==> config.mk <==
export PLATFORM = sky130hd
export DESIGN_NAME = lid_decoder
export DESIGN_NICKNAME = d
export VERILOG_FILES = /design/src/shared/lid_pkg.sv /design/src/verilog/lid_hist_mem.sv /design/src/verilog/lid_decoder.sv
export SDC_FILE = /design/constraint.sdc
export NUM_CORES = 1
export LEC_CHECK = 0
export BUFFER_PORTS_ARGS = -buffer_cell sky130_fd_sc_hd__buf_2
export CORE_ASPECT_RATIO = 1.75
export CORE_MARGIN = 10
export CORE_UTILIZATION = 35
export CTS_BUF_LIST = sky130_fd_sc_hd__clkbuf_8 sky130_fd_sc_hd__clkbuf_16
export DETAILED_ROUTE_END_ITERATION = 12
export HOLD_SLACK_MARGIN = 0.1
export PLACE_DENSITY_LB_ADDON = 0.1
export SYNTH_ARGS = -nofsm -noshare
export SYNTH_HDL_FRONTEND = slang
export SYNTH_HIERARCHICAL = 1
export SYNTH_SLANG_ARGS = --single-unit
==> constraint.sdc <==
create_clock -name sys_clk_i -period 5.3 [get_ports sys_clk_i]
set_clock_uncertainty 0.05 [all_clocks]
set_input_delay 1.59 -clock sys_clk_i [delete_from_list [all_inputs] [get_ports sys_clk_i]]
set_output_delay 1.59 -clock sys_clk_i [all_outputs]
set_load 0.01 [all_outputs]
==> src/shared/lid_pkg.sv <==
// Purpose: Constants and types for the link instruction decoder
// Assumes: Framing and sum-code checking are done upstream
// Notes: Instruction codes are 8-bit values after hex decode
package lid_pkg;
  localparam logic [7:0] LID_RD_MODE = 8'h7b;
  localparam logic [7:0] LID_WR_MODE = 8'hfb;
  localparam logic [7:0] LID_RD_FREQ = 8'h6f;
  localparam logic [7:0] LID_RD_CURR = 8'h70;
  localparam logic [7:0] LID_RD_VOLT = 8'h71;
  localparam logic [7:0] LID_RD_SPEC = 8'h72;
  localparam logic [7:0] LID_RD_SSEL = 8'h73;
  localparam logic [7:0] LID_WR_SSEL = 8'hf3;
  localparam logic [7:0] LID_RD_HIST0 = 8'h74;
  localparam logic [7:0] LID_RD_HIST3 = 8'h77;
  localparam logic [7:0] LID_RD_STAT = 8'h79;
  localparam logic [7:0] LID_RD_STAT_B = 8'h7a;
  localparam logic [7:0] LID_WR_RUN = 8'hf9;
  localparam logic [7:0] LID_WR_RUN_B = 8'hfa;
  localparam logic [15:0] LID_MODE_NET = 16'h0000;
  localparam logic [15:0] LID_MODE_EXT = 16'h0001;
  localparam logic [15:0] LID_MODE_PANEL = 16'h0002;
  localparam logic [7:0] LID_FAULT_LINK = 8'h40;
  localparam logic [7:0] LID_SSEL_RESET = 8'h01;
  localparam logic [7:0] LID_MON_DUAL = 8'h64;
  localparam logic [2:0] LID_DIG_ERR = 3'h0;
  localparam logic [2:0] LID_DIG_2 = 3'h2;
  localparam logic [2:0] LID_DIG_4 = 3'h4;
  localparam logic [2:0] LID_DIG_6 = 3'h6;
  localparam int LID_RUN_FWD_BIT = 1;
  localparam int LID_RUN_REV_BIT = 2;
  localparam int LID_CLK_MHZ = 125;
  localparam int LID_CHECK_MS = 12;
  localparam int LID_CHECK_CYC = LID_CHECK_MS * 1000 * LID_CLK_MHZ;
  localparam int LID_MS_CYC = 1000 * LID_CLK_MHZ;
  localparam int LID_HIST_DEPTH = 8;
  typedef enum {LID_IDLE, LID_EXEC, LID_REPLY} lid_state_t;
endpackage : lid_pkg

==> src/verilog/lid_hist_mem.sv <==
// Purpose: Fault history store, newest first, read a word of two entries
// Assumes: One push per cycle at most
// Notes: Read data is registered, one cycle latency
`timescale 1ns/100ps
module lid_hist_mem
  import lid_pkg::*;
(
  input wire logic sys_clk_i,
  input wire logic rst_i,
  input wire logic push_i,
  input wire logic [7:0] code_i,
  input wire logic [1:0] rd_word_i,
  output logic [15:0] rd_data_o
);
  logic [7:0] ent_reg [LID_HIST_DEPTH];
  logic [7:0] ent_next [LID_HIST_DEPTH];
  logic [15:0] rd_reg;
  logic [15:0] rd_next;

  always_comb begin
    for (int i = 0; i < LID_HIST_DEPTH; i++) begin
      ent_next[i] = ent_reg[i];
    end
    if (push_i) begin
      ent_next[0] = code_i;
      for (int i = 1; i < LID_HIST_DEPTH; i++) begin
        ent_next[i] = ent_reg[i-1];
      end
    end
    // Older entry high byte, newer low byte
    rd_next = {ent_reg[{rd_word_i, 1'b1}], ent_reg[{rd_word_i, 1'b0}]};
  end

  always_ff @(posedge sys_clk_i or posedge rst_i) begin
    if (rst_i) begin
      for (int i = 0; i < LID_HIST_DEPTH; i++) begin
        ent_reg[i] <= 8'h00;
      end
      rd_reg <= 16'h0000;
    end else begin
      ent_reg <= ent_next;
      rd_reg <= rd_next;
    end
  end

  assign rd_data_o = rd_reg;
endmodule : lid_hist_mem

==> src/verilog/lid_decoder.sv <==
// Contract
// - Only answer host requests, each exactly once, never send unprompted.
// - Check interval expiry forces alarm stop and logs link timeout fault.
// - Zero check interval disables link loss detection; state is kept.
// - Coast-stop input coasts the motor regardless of link state.
// - Mode codes 0 network, 1 external, 2 panel; readable, writable 4 digits.
// - Frequency read returns 16 bits in 0.01 Hz steps, 4 digits.
// - Scale in range plus extension 01 gives 0.001 steps, 6 digits.
// - Monitor select 100 makes frequency value differ stopped versus running.
// - Current read returns 16 bits in 0.01 A steps, 4 digits.
// - Voltage read returns 16 bits in 0.1 V steps, 4 digits.
// - Special monitor returns selected quantity; selection written, read, 2 digits.
// - Four history words, newer fault low byte, first word holds latest.
// - Run commands drive forward and reverse inputs, 4 or 2 digits.
// - Status read reports forward, reverse, running; 4 or 2 digits.
// - Frames with detected data errors are rejected and not acted on.
// - Characters are one start bit, 9 to 12 bits total.
// - Monitor reads and run commands checked well within 12 ms.
//
// Purpose: Decode link instructions, hold mode and run command, build replies
// Assumes: Upstream framer delivers checked frames with code and data words
// Notes: Reply is a pulse with a data word and a digit count; zero digits means error
`timescale 1ns/100ps
module lid_decoder
  import lid_pkg::*;
(
  input wire logic sys_clk_i,
  input wire logic rst_i,
  input wire logic req_valid_i,
  input wire logic req_err_i,
  input wire logic req_station_ok_i,
  input wire logic req_write_i,
  input wire logic [7:0] req_code_i,
  input wire logic [15:0] req_data_i,
  input wire logic [15:0] check_ms_i,
  input wire logic coast_stop_input,
  input wire logic [15:0] out_freq_i,
  input wire logic [15:0] out_freq_fine_i,
  input wire logic [15:0] set_freq_i,
  input wire logic [15:0] out_curr_i,
  input wire logic [15:0] out_volt_i,
  input wire logic [15:0] spec_mon_i,
  input wire logic running_i,
  input wire logic scale_in_range_i,
  input wire logic [7:0] link_ext_i,
  input wire logic [7:0] monitor_select_param,
  input wire logic fault_push_i,
  input wire logic [7:0] fault_code_i,
  output logic reply_valid_o,
  output logic [23:0] reply_data_o,
  output logic [2:0] reply_digits_o,
  output logic [15:0] op_mode_o,
  output logic [7:0] spec_sel_o,
  output logic forward_rotation_cmd,
  output logic reverse_rotation_cmd,
  output logic coast_o,
  output logic alarm_stop_o,
  output logic link_timeout_fault
);
  // Two-stage synchroniser for the external coast pin
  logic coast_s1_reg;
  logic coast_s2_reg;
  always_ff @(posedge sys_clk_i or posedge rst_i) begin
    if (rst_i) begin
      coast_s1_reg <= 1'b0;
      coast_s2_reg <= 1'b0;
    end else begin
      coast_s1_reg <= coast_stop_input;
      coast_s2_reg <= coast_s1_reg;
    end
  end

  function automatic logic is_read_only(input logic [7:0] code);
    is_read_only = (code == LID_RD_MODE) || (code == LID_RD_FREQ) || (code == LID_RD_CURR) ||
      (code == LID_RD_VOLT) || (code == LID_RD_SPEC) || (code == LID_RD_SSEL) ||
      (code >= LID_RD_HIST0 && code <= LID_RD_HIST3) || (code == LID_RD_STAT) ||
      (code == LID_RD_STAT_B);
  endfunction : is_read_only

  function automatic logic is_writable(input logic [7:0] code);
    is_writable = (code == LID_WR_MODE) || (code == LID_WR_SSEL) || (code == LID_WR_RUN) ||
      (code == LID_WR_RUN_B);
  endfunction : is_writable

  lid_state_t state_reg, state_next;
  logic [7:0] code_reg, code_next;
  logic wr_reg, wr_next;
  logic [15:0] wdata_reg, wdata_next;
  logic [15:0] mode_reg, mode_next;
  logic [7:0] ssel_reg, ssel_next;
  logic fwd_reg, fwd_next;
  logic rev_reg, rev_next;
  logic rv_reg, rv_next;
  logic [23:0] rd_reg, rd_next;
  logic [2:0] dig_reg, dig_next;
  logic [15:0] hist_word;
  logic [15:0] freq_word;
  logic fine_mode;

  // Check timer: counts milliseconds since the last good frame
  logic [16:0] ms_reg, ms_next;
  logic [16:0] tick_reg, tick_next;
  logic fault_reg, fault_next;
  logic timeout_hit;
  logic good_frame;

  lid_hist_mem u_hist (
    .sys_clk_i(sys_clk_i),
    .rst_i(rst_i),
    .push_i(fault_push_i || (timeout_hit && !fault_reg)),
    .code_i((timeout_hit && !fault_reg) ? LID_FAULT_LINK : fault_code_i),
    .rd_word_i(code_reg[1:0]),
    .rd_data_o(hist_word)
  );

  // Character framing faults arrive on req_err_i, so a bad start bit or length drops the frame
  assign good_frame = req_valid_i && !req_err_i && req_station_ok_i;
  assign timeout_hit = (check_ms_i != 16'h0000) && (ms_reg[15:0] >= check_ms_i);

  always_comb begin
    tick_next = tick_reg;
    ms_next = ms_reg;
    fault_next = fault_reg || timeout_hit;
    if (good_frame) begin
      tick_next = 17'h00000;
      ms_next = 17'h00000;
    end else if (check_ms_i == 16'h0000) begin
      ms_next = 17'h00000;
    end else if (tick_reg == 17'(LID_MS_CYC - 1)) begin
      tick_next = 17'h00000;
      if (!timeout_hit) begin
        ms_next = ms_reg + 17'h00001;
      end
    end else begin
      tick_next = tick_reg + 17'h00001;
    end
  end

  always_ff @(posedge sys_clk_i or posedge rst_i) begin
    if (rst_i) begin
      tick_reg <= 17'h00000;
      ms_reg <= 17'h00000;
      fault_reg <= 1'b0;
    end else begin
      tick_reg <= tick_next;
      ms_reg <= ms_next;
      fault_reg <= fault_next;
    end
  end

  // Frequency selection; fine steps only with range and extension 01
  assign fine_mode = scale_in_range_i && (link_ext_i == 8'h01);
  always_comb begin
    freq_word = out_freq_i;
    if (monitor_select_param == LID_MON_DUAL && !running_i) begin
      freq_word = set_freq_i;
    end
  end

  // Command execution: one reply per accepted frame, three-cycle turnaround
  always_comb begin
    state_next = state_reg;
    code_next = code_reg;
    wr_next = wr_reg;
    wdata_next = wdata_reg;
    mode_next = mode_reg;
    ssel_next = ssel_reg;
    fwd_next = fwd_reg;
    rev_next = rev_reg;
    rv_next = 1'b0;
    rd_next = rd_reg;
    dig_next = dig_reg;
    unique case (state_reg)
      LID_IDLE: begin
        if (good_frame) begin
          code_next = req_code_i;
          wr_next = req_write_i;
          wdata_next = req_data_i;
          state_next = LID_EXEC;
        end
      end
      LID_EXEC: begin
        // Waits one cycle so the history read has settled
        state_next = LID_REPLY;
      end
      LID_REPLY: begin
        rv_next = 1'b1;
        rd_next = 24'h000000;
        dig_next = LID_DIG_4;
        if (wr_reg ? !is_writable(code_reg) : !is_read_only(code_reg)) begin
          dig_next = LID_DIG_ERR;
        end else if (wr_reg) begin
          dig_next = LID_DIG_ERR;
          unique case (code_reg)
            LID_WR_MODE: begin
              if (wdata_reg <= LID_MODE_PANEL) begin
                mode_next = wdata_reg;
                dig_next = LID_DIG_4;
              end
            end
            LID_WR_SSEL: begin
              ssel_next = wdata_reg[7:0];
              dig_next = LID_DIG_2;
            end
            LID_WR_RUN, LID_WR_RUN_B: begin
              fwd_next = wdata_reg[LID_RUN_FWD_BIT];
              rev_next = wdata_reg[LID_RUN_REV_BIT];
              dig_next = (code_reg == LID_WR_RUN) ? LID_DIG_4 : LID_DIG_2;
            end
            default: dig_next = LID_DIG_ERR;
          endcase
        end else begin
          if (code_reg == LID_RD_MODE) begin
            rd_next = {8'h00, mode_reg};
          end else if (code_reg == LID_RD_FREQ) begin
            if (fine_mode) begin
              rd_next = {8'h00, out_freq_fine_i};
              dig_next = LID_DIG_6;
            end else begin
              rd_next = {8'h00, freq_word};
            end
          end else if (code_reg == LID_RD_CURR) begin
            rd_next = {8'h00, out_curr_i};
          end else if (code_reg == LID_RD_VOLT) begin
            rd_next = {8'h00, out_volt_i};
          end else if (code_reg == LID_RD_SPEC) begin
            rd_next = {8'h00, spec_mon_i};
          end else if (code_reg == LID_RD_SSEL) begin
            rd_next = {16'h0000, ssel_reg};
            dig_next = LID_DIG_2;
          end else if (code_reg == LID_RD_STAT || code_reg == LID_RD_STAT_B) begin
            rd_next = {21'h000000, rev_reg, fwd_reg, running_i};
            dig_next = (code_reg == LID_RD_STAT) ? LID_DIG_4 : LID_DIG_2;
          end else begin
            rd_next = {8'h00, hist_word};
          end
        end
        state_next = LID_IDLE;
      end
    endcase
    // Timeout alarm drops the run command; the sticky fault keeps later run writes from restarting
    if (timeout_hit || fault_reg) begin
      fwd_next = 1'b0;
      rev_next = 1'b0;
    end
  end

  always_ff @(posedge sys_clk_i or posedge rst_i) begin
    if (rst_i) begin
      state_reg <= LID_IDLE;
      code_reg <= 8'h00;
      wr_reg <= 1'b0;
      wdata_reg <= 16'h0000;
      mode_reg <= LID_MODE_EXT;
      ssel_reg <= LID_SSEL_RESET;
      fwd_reg <= 1'b0;
      rev_reg <= 1'b0;
      rv_reg <= 1'b0;
      rd_reg <= 24'h000000;
      dig_reg <= LID_DIG_ERR;
    end else begin
      state_reg <= state_next;
      code_reg <= code_next;
      wr_reg <= wr_next;
      wdata_reg <= wdata_next;
      mode_reg <= mode_next;
      ssel_reg <= ssel_next;
      fwd_reg <= fwd_next;
      rev_reg <= rev_next;
      rv_reg <= rv_next;
      rd_reg <= rd_next;
      dig_reg <= dig_next;
    end
  end

  assign reply_valid_o = rv_reg;
  assign reply_data_o = rd_reg;
  assign reply_digits_o = dig_reg;
  assign op_mode_o = mode_reg;
  assign spec_sel_o = ssel_reg;
  assign forward_rotation_cmd = fwd_reg;
  assign reverse_rotation_cmd = rev_reg;
  assign coast_o = coast_s2_reg;
  assign alarm_stop_o = fault_reg;
  assign link_timeout_fault = fault_reg;
endmodule : lid_decoder

; Yosys cells after proc, flatten, opt, wreduce, memory -nomap -nowiden
; Cells that the tools add are included.
[classes]
n_eq_ne = 21
order_cmp = 6
reduce_logical = 39
n_bitwise = 3
n_mux = 53
addsub = 2
[op_table]
columns = cell, n
row1 = $mux W17, 7
row2 = $mux W16, 7
row3 = $mux W24, 4
row4 = $pmux W32 S3, 1
row5 = $eq A8 B7 Y1 const B, 9
row6 = $bmux W8 S3, 2
row7 = $mux W8, 5
row8 = $mux W3, 12
row9 = $add A17 B1 Y17 const B, 2
row10 = $eq A32 B1 Y1 const B, 1
row11 = $eq A32 B2 Y1 const B, 1
row12 = $eq A8 B8 Y1 const B, 4
row13 = $logic_not A32 Y1, 1
row14 = $mux W32, 1
row15 = $eq A17 B17 Y1 const B, 1
row16 = $ge A16 B16 Y1, 1
row17 = $le A16 B2 Y1 const B, 1
row18 = $logic_not A16 Y1, 1
row19 = $reduce_bool A16 Y1, 1
row20 = $logic_or A1 B1 Y1, 14
row21 = $mux W1, 12
row22 = $pmux W3 S3, 1
row23 = $eq A8 B1 Y1 const B, 1
row24 = $ge A4 B4 Y1 const B, 2
row25 = 15 further kinds, 32
[totals]
output_inout_bits = 57
regBits = 228

; Depth between registers and ports, before layout
[depth]
depth_word = 14
depth_mapped = 11

; Cells and area by module
; The synthesis kept the hierarchy.
[by_module_without_submodules]
columns = mod, n_inst, area_each_um2, seq_area_each_um2, cells_per_inst
row1 = lid_decoder, 1, 6725.2, 2705.1, 707
row2 = lid_hist_mem, 1, 3208.1, 2001.9, 172

; Worst setup path after synthesis
; No wires, ideal clock.
[synth_timing]
kind = input -> register
from = input port check_ms_i[10]
to = register u_hist/ent_reg[0] (netlist bit)
required_time_ns = 5.125
setup_time_ns = 0.125
path_buffers = 2
path_stages = 11
arrival_ns = 3.829
setup_slack_ns = 1.296
cell_sequence = inv_1 ha_1 a21o_1 a221oi_2 a21boi_1 a311oi_2 o21ai_0 nand2b_1 buf_2 buf_2 mux2_2
[synth_via]
elab_chain_cells = 4
[synth_lines]
columns = element, line
row1 = start: declaration, lid_decoder.sv:35  ; input wire logic [15:0] check_ms_i,
row2 = $ge A16 B16 Y1 / $reduce_bool A16 Y1 (equally long branches), lid_decoder.sv:118  ; assign timeout_hit = (check_ms_i != 16'h0000) && (ms_reg[15:0] >= check_ms_i);
row3 = $logic_and A1 B1 Y1 (*), lid_decoder.sv:118
row4 = $logic_and A1 B1 Y1 (*), lid_decoder.sv:110  ; .push_i(fault_push_i || (timeout_hit && !fault_reg)),
row5 = $logic_or A1 B1 Y1 (*), lid_decoder.sv:110
row6 = end signal: assignment, lid_hist_mem.sv:41  ; ent_reg <= ent_next;
row7 = end: declaration, lid_hist_mem.sv:15  ; logic [7:0] ent_reg [LID_HIST_DEPTH];
; Mark *: on every way between the ends. The rest lies on a longest branch, timed or not.
; A chain may end at the register's enable or synchronous reset.

; Final worst setup path
[layout_timing]
from = input port check_ms_i[1]
to = register u_hist/ent_reg[12] (netlist bit)
; The elaborated chain is that of the path after synthesis.

==> flow_summary.yaml <==
grt:
  grtUsageMet1_pct: 17.2
  grt_pass1_vias: 8136
  grt_max_degree: 109
  antenna_found_initial: 0
  top_usage_layer: "met2"
  grt_pass1_wl_um: 47400
  gr-total-overflow: 0
  grtUsageMet2_pct: 31.5
  grtUsageMet3_pct: 3.95
  grt_usage_pct: 16.8
timing:
  period_share_pct: 78.0
  tns_ns: 0
  tightest_slew_ns: 1.05
  fmax_ghz: 0.242
  fin_ws_ns: 1.17
  fin_crit_ns: 4.13
  slew_headroom_pct: 30.1
  setup_viol: 0
  rsz0062_at_grt: "no"
  whs_ns: 0.301
  finalMaxSlewViolations: 0
  hold_viol: 0
clocking:
  clock_path_buffers: 2
  cts_tree: "yes"
  cts.sinks: 188
  post_cts_buffers: 0
  clock_latency_ns: 0.45
  cts_root_buffer: "clkbuf_16"
  cts_made_buffers: 17
  cts.clk_slew.worst_paths_ns: 0.07
  cts_resized: 0
  cts-hold-fix-buffers: 0
  htree_levels: 4
floorplanning:
  die_w_um: 147
  die_h_um: 243
  core_area_mm2: 0.0280
  initial_core_util_pct: 35.5
  rows: 81
  io_pins: 227
  die_area_mm2: 0.0358
finish:
  layout-drive-gt1-share_pct: 36.7
  antenna-diode-count: 0
  fin_nets: 1266
  syn_to_final_growth_pct: 20.0
  largest_reg_flops: 64
power:
  power_density_mw_per_mm2: 386
  p_leak_nw: 5.62
  ir_drop_uv: 255
  total_power_mw: 4.60
setup_path:
  cp.arrival_ns: 4.41
  crit_type: "input pin to flip-flop"
  crit_fanout: 35
  cp.required_ns: 5.58
  endpoint_kind: "flip-flop"
  cp-start-kind: "input pin"
placed_design:
  port_buffers: 217
  place.gp.congestion: 0.873
  post-place-ws_ns: 0.727
  dp.final_hpwl_um: 23400
drt:
  drt_iter0_drc: 364
  num_vias: 7659
  drc: 0
  avgRoutedWirePerCell_um: 20.7
  dr.pass1.iters: 5
  viasPerCell: 5.24
  wl_um: 30300
  final_antenna_net_count: 0
yosys:
  synth.distinct_cells: 69
  synthCells: 879
  avgSynthCellArea_um2: 11.3
  yosysSeqAreaShare_pct: 47.4
  async_reset_ff_share_pct: 100
  ys_ff_latch: 188
  ys.flop_type: "dfrtp_1"
  synth_area_mm2: 0.00993
  synth_edf_count: 0
  synth_warnings: 6
outcome:
  outcome: "complete, no violations"
run:
  max_cap_viol_count: 0
min_path:
  hold_path_class: "flip-flop to flip-flop"
## where the power goes
group / total (mW) / switching (mW) / leakage [nW] / internal, mW
clock network: 1.30 / 0.600 / 0.292 / 0.699
registers: 2.08 / 0.296 / 2.37 / 1.79
logic: 1.22 / 0.574 / 2.96 / 0.645
## path summary, 6_finish.rpt
path | cells past startpoint | start | end | slack (ns)
worst max-delay path | 12 | check_ms_i[1] | u_hist/ent_reg[12] | 1.17
worst min-delay path | 0 | coast_s1_reg | coast_o | 0.30
worst max register to register | 10 | ms_reg[1] | u_hist/ent_reg[12] | 2.01
worst min register to register | 0 | coast_s1_reg | coast_o | 0.30
max in group asynchronous | 3 | rst_i | u_hist/ent_reg[53] | 3.00
min in group asynchronous | 3 | rst_i | ms_reg[12] | 1.18
## per-layer routing
| layer | up-vias | wire (um) |
|---|---|---|
| li1 | 3644 | - |
| met1 | 3750 | 11500 |
| met2 | 222 | 16400 |
| met3 | 43 | 1480 |
| met4 | 0 | 910 |
| met5 | - | 0 |
## cell families (layout without fill, tap and decap cells)
group | after synthesis | count (layout) | share of synthesized area, %
flip-flops | 188 | 188 | 47.4
adder cells (fa/ha/maj) | 21 | 21 | 2.65
XOR/XNOR | 1 | 1 | 0.0882
AND/OR/NAND/NOR | 233 | 233 | 13.3
other | 1 | 9 | 0.0378
AO/OA/AOI/OAI | 177 | 177 | 11.4
multiplexers | 152 | 152 | 20.1
buffers and inverters | 106 | 307 | 5.05
## final cells by class
class / count / area (um2)
clock inverters: 12 / 126
well taps: 373 / 467
inverters: 44 / 169
repair buffers: 231 / 1220
fillers: 2743 / 16100
clock buffers: 20 / 467
multi-input cells: 593 / 4770
flip-flops and latches: 188 / 4710
## worst max-delay path, stage by stage
cell and delay, ns:
buf_2 0.09, inv_1 0.04, ha_1 0.28, o211ai_1 0.15
a21oi_1 0.06, o41ai_1 0.50, a311oi_2 0.19, o21ai_0 0.22
buf_4 0.18, nand2b_2 0.43, buf_12 0.38, mux2_2 0.28
## cell usage in the layout, fill, tap and decap left out, types with 4 or more instances in the layout
cell type	n
buf_4	12
and4_1	4
dfrtp_1	184
a21o_1	4
o31ai_1	18
inv_6	4
and3_1	8
clkbuf_16	17
o32ai_1	13
or3_1	6
nand2_1	38
nand3_1	34
and2_1	9
nor4_1	11
mux2_2	102
a21oi_1	47
or4_1	10
and2b_1	5
mux4_1	12
nor3_1	22
buf_2	217
mux4_2	12
nand4_1	7
a211oi_1	6
o21ai_0	56
ha_1	21
o41ai_1	5
conb_1	9
nor2b_1	19
inv_1	42
mux2i_1	26
nor2_1	34
## metrics by stage
| stage | instance area, um2 | instances | util, % |
|---|---|---|---|
| after floorplan | 9960 | 887 | - |
| after global placement | 11300 | 1429 | 40.5 |
| after detailed placement | 11300 | 1429 | 40.5 |
| after CTS | 11900 | 1461 | 42.6 |
| after global routing | 11900 | 1461 | 42.6 |
| final | 11900 | 1461 | 42.6 |
## synthesized netlist by cell type (all sizes together) (24+ instances only)
master | n | share of area [%]
mux4 | 24 | 5.9
mux2i | 26 | 2.6
mux2 | 102 | 12
clkbuf | 26 | 0.98
nand2 | 39 | 1.5
o21ai | 56 | 2.8
a21oi | 47 | 2.4
buf | 36 | 2.4
nand3 | 34 | 1.7
inv | 44 | 1.7
dfrtp | 186 | 47
nor2 | 35 | 1.3
Power figures use the tool's default switching activity.
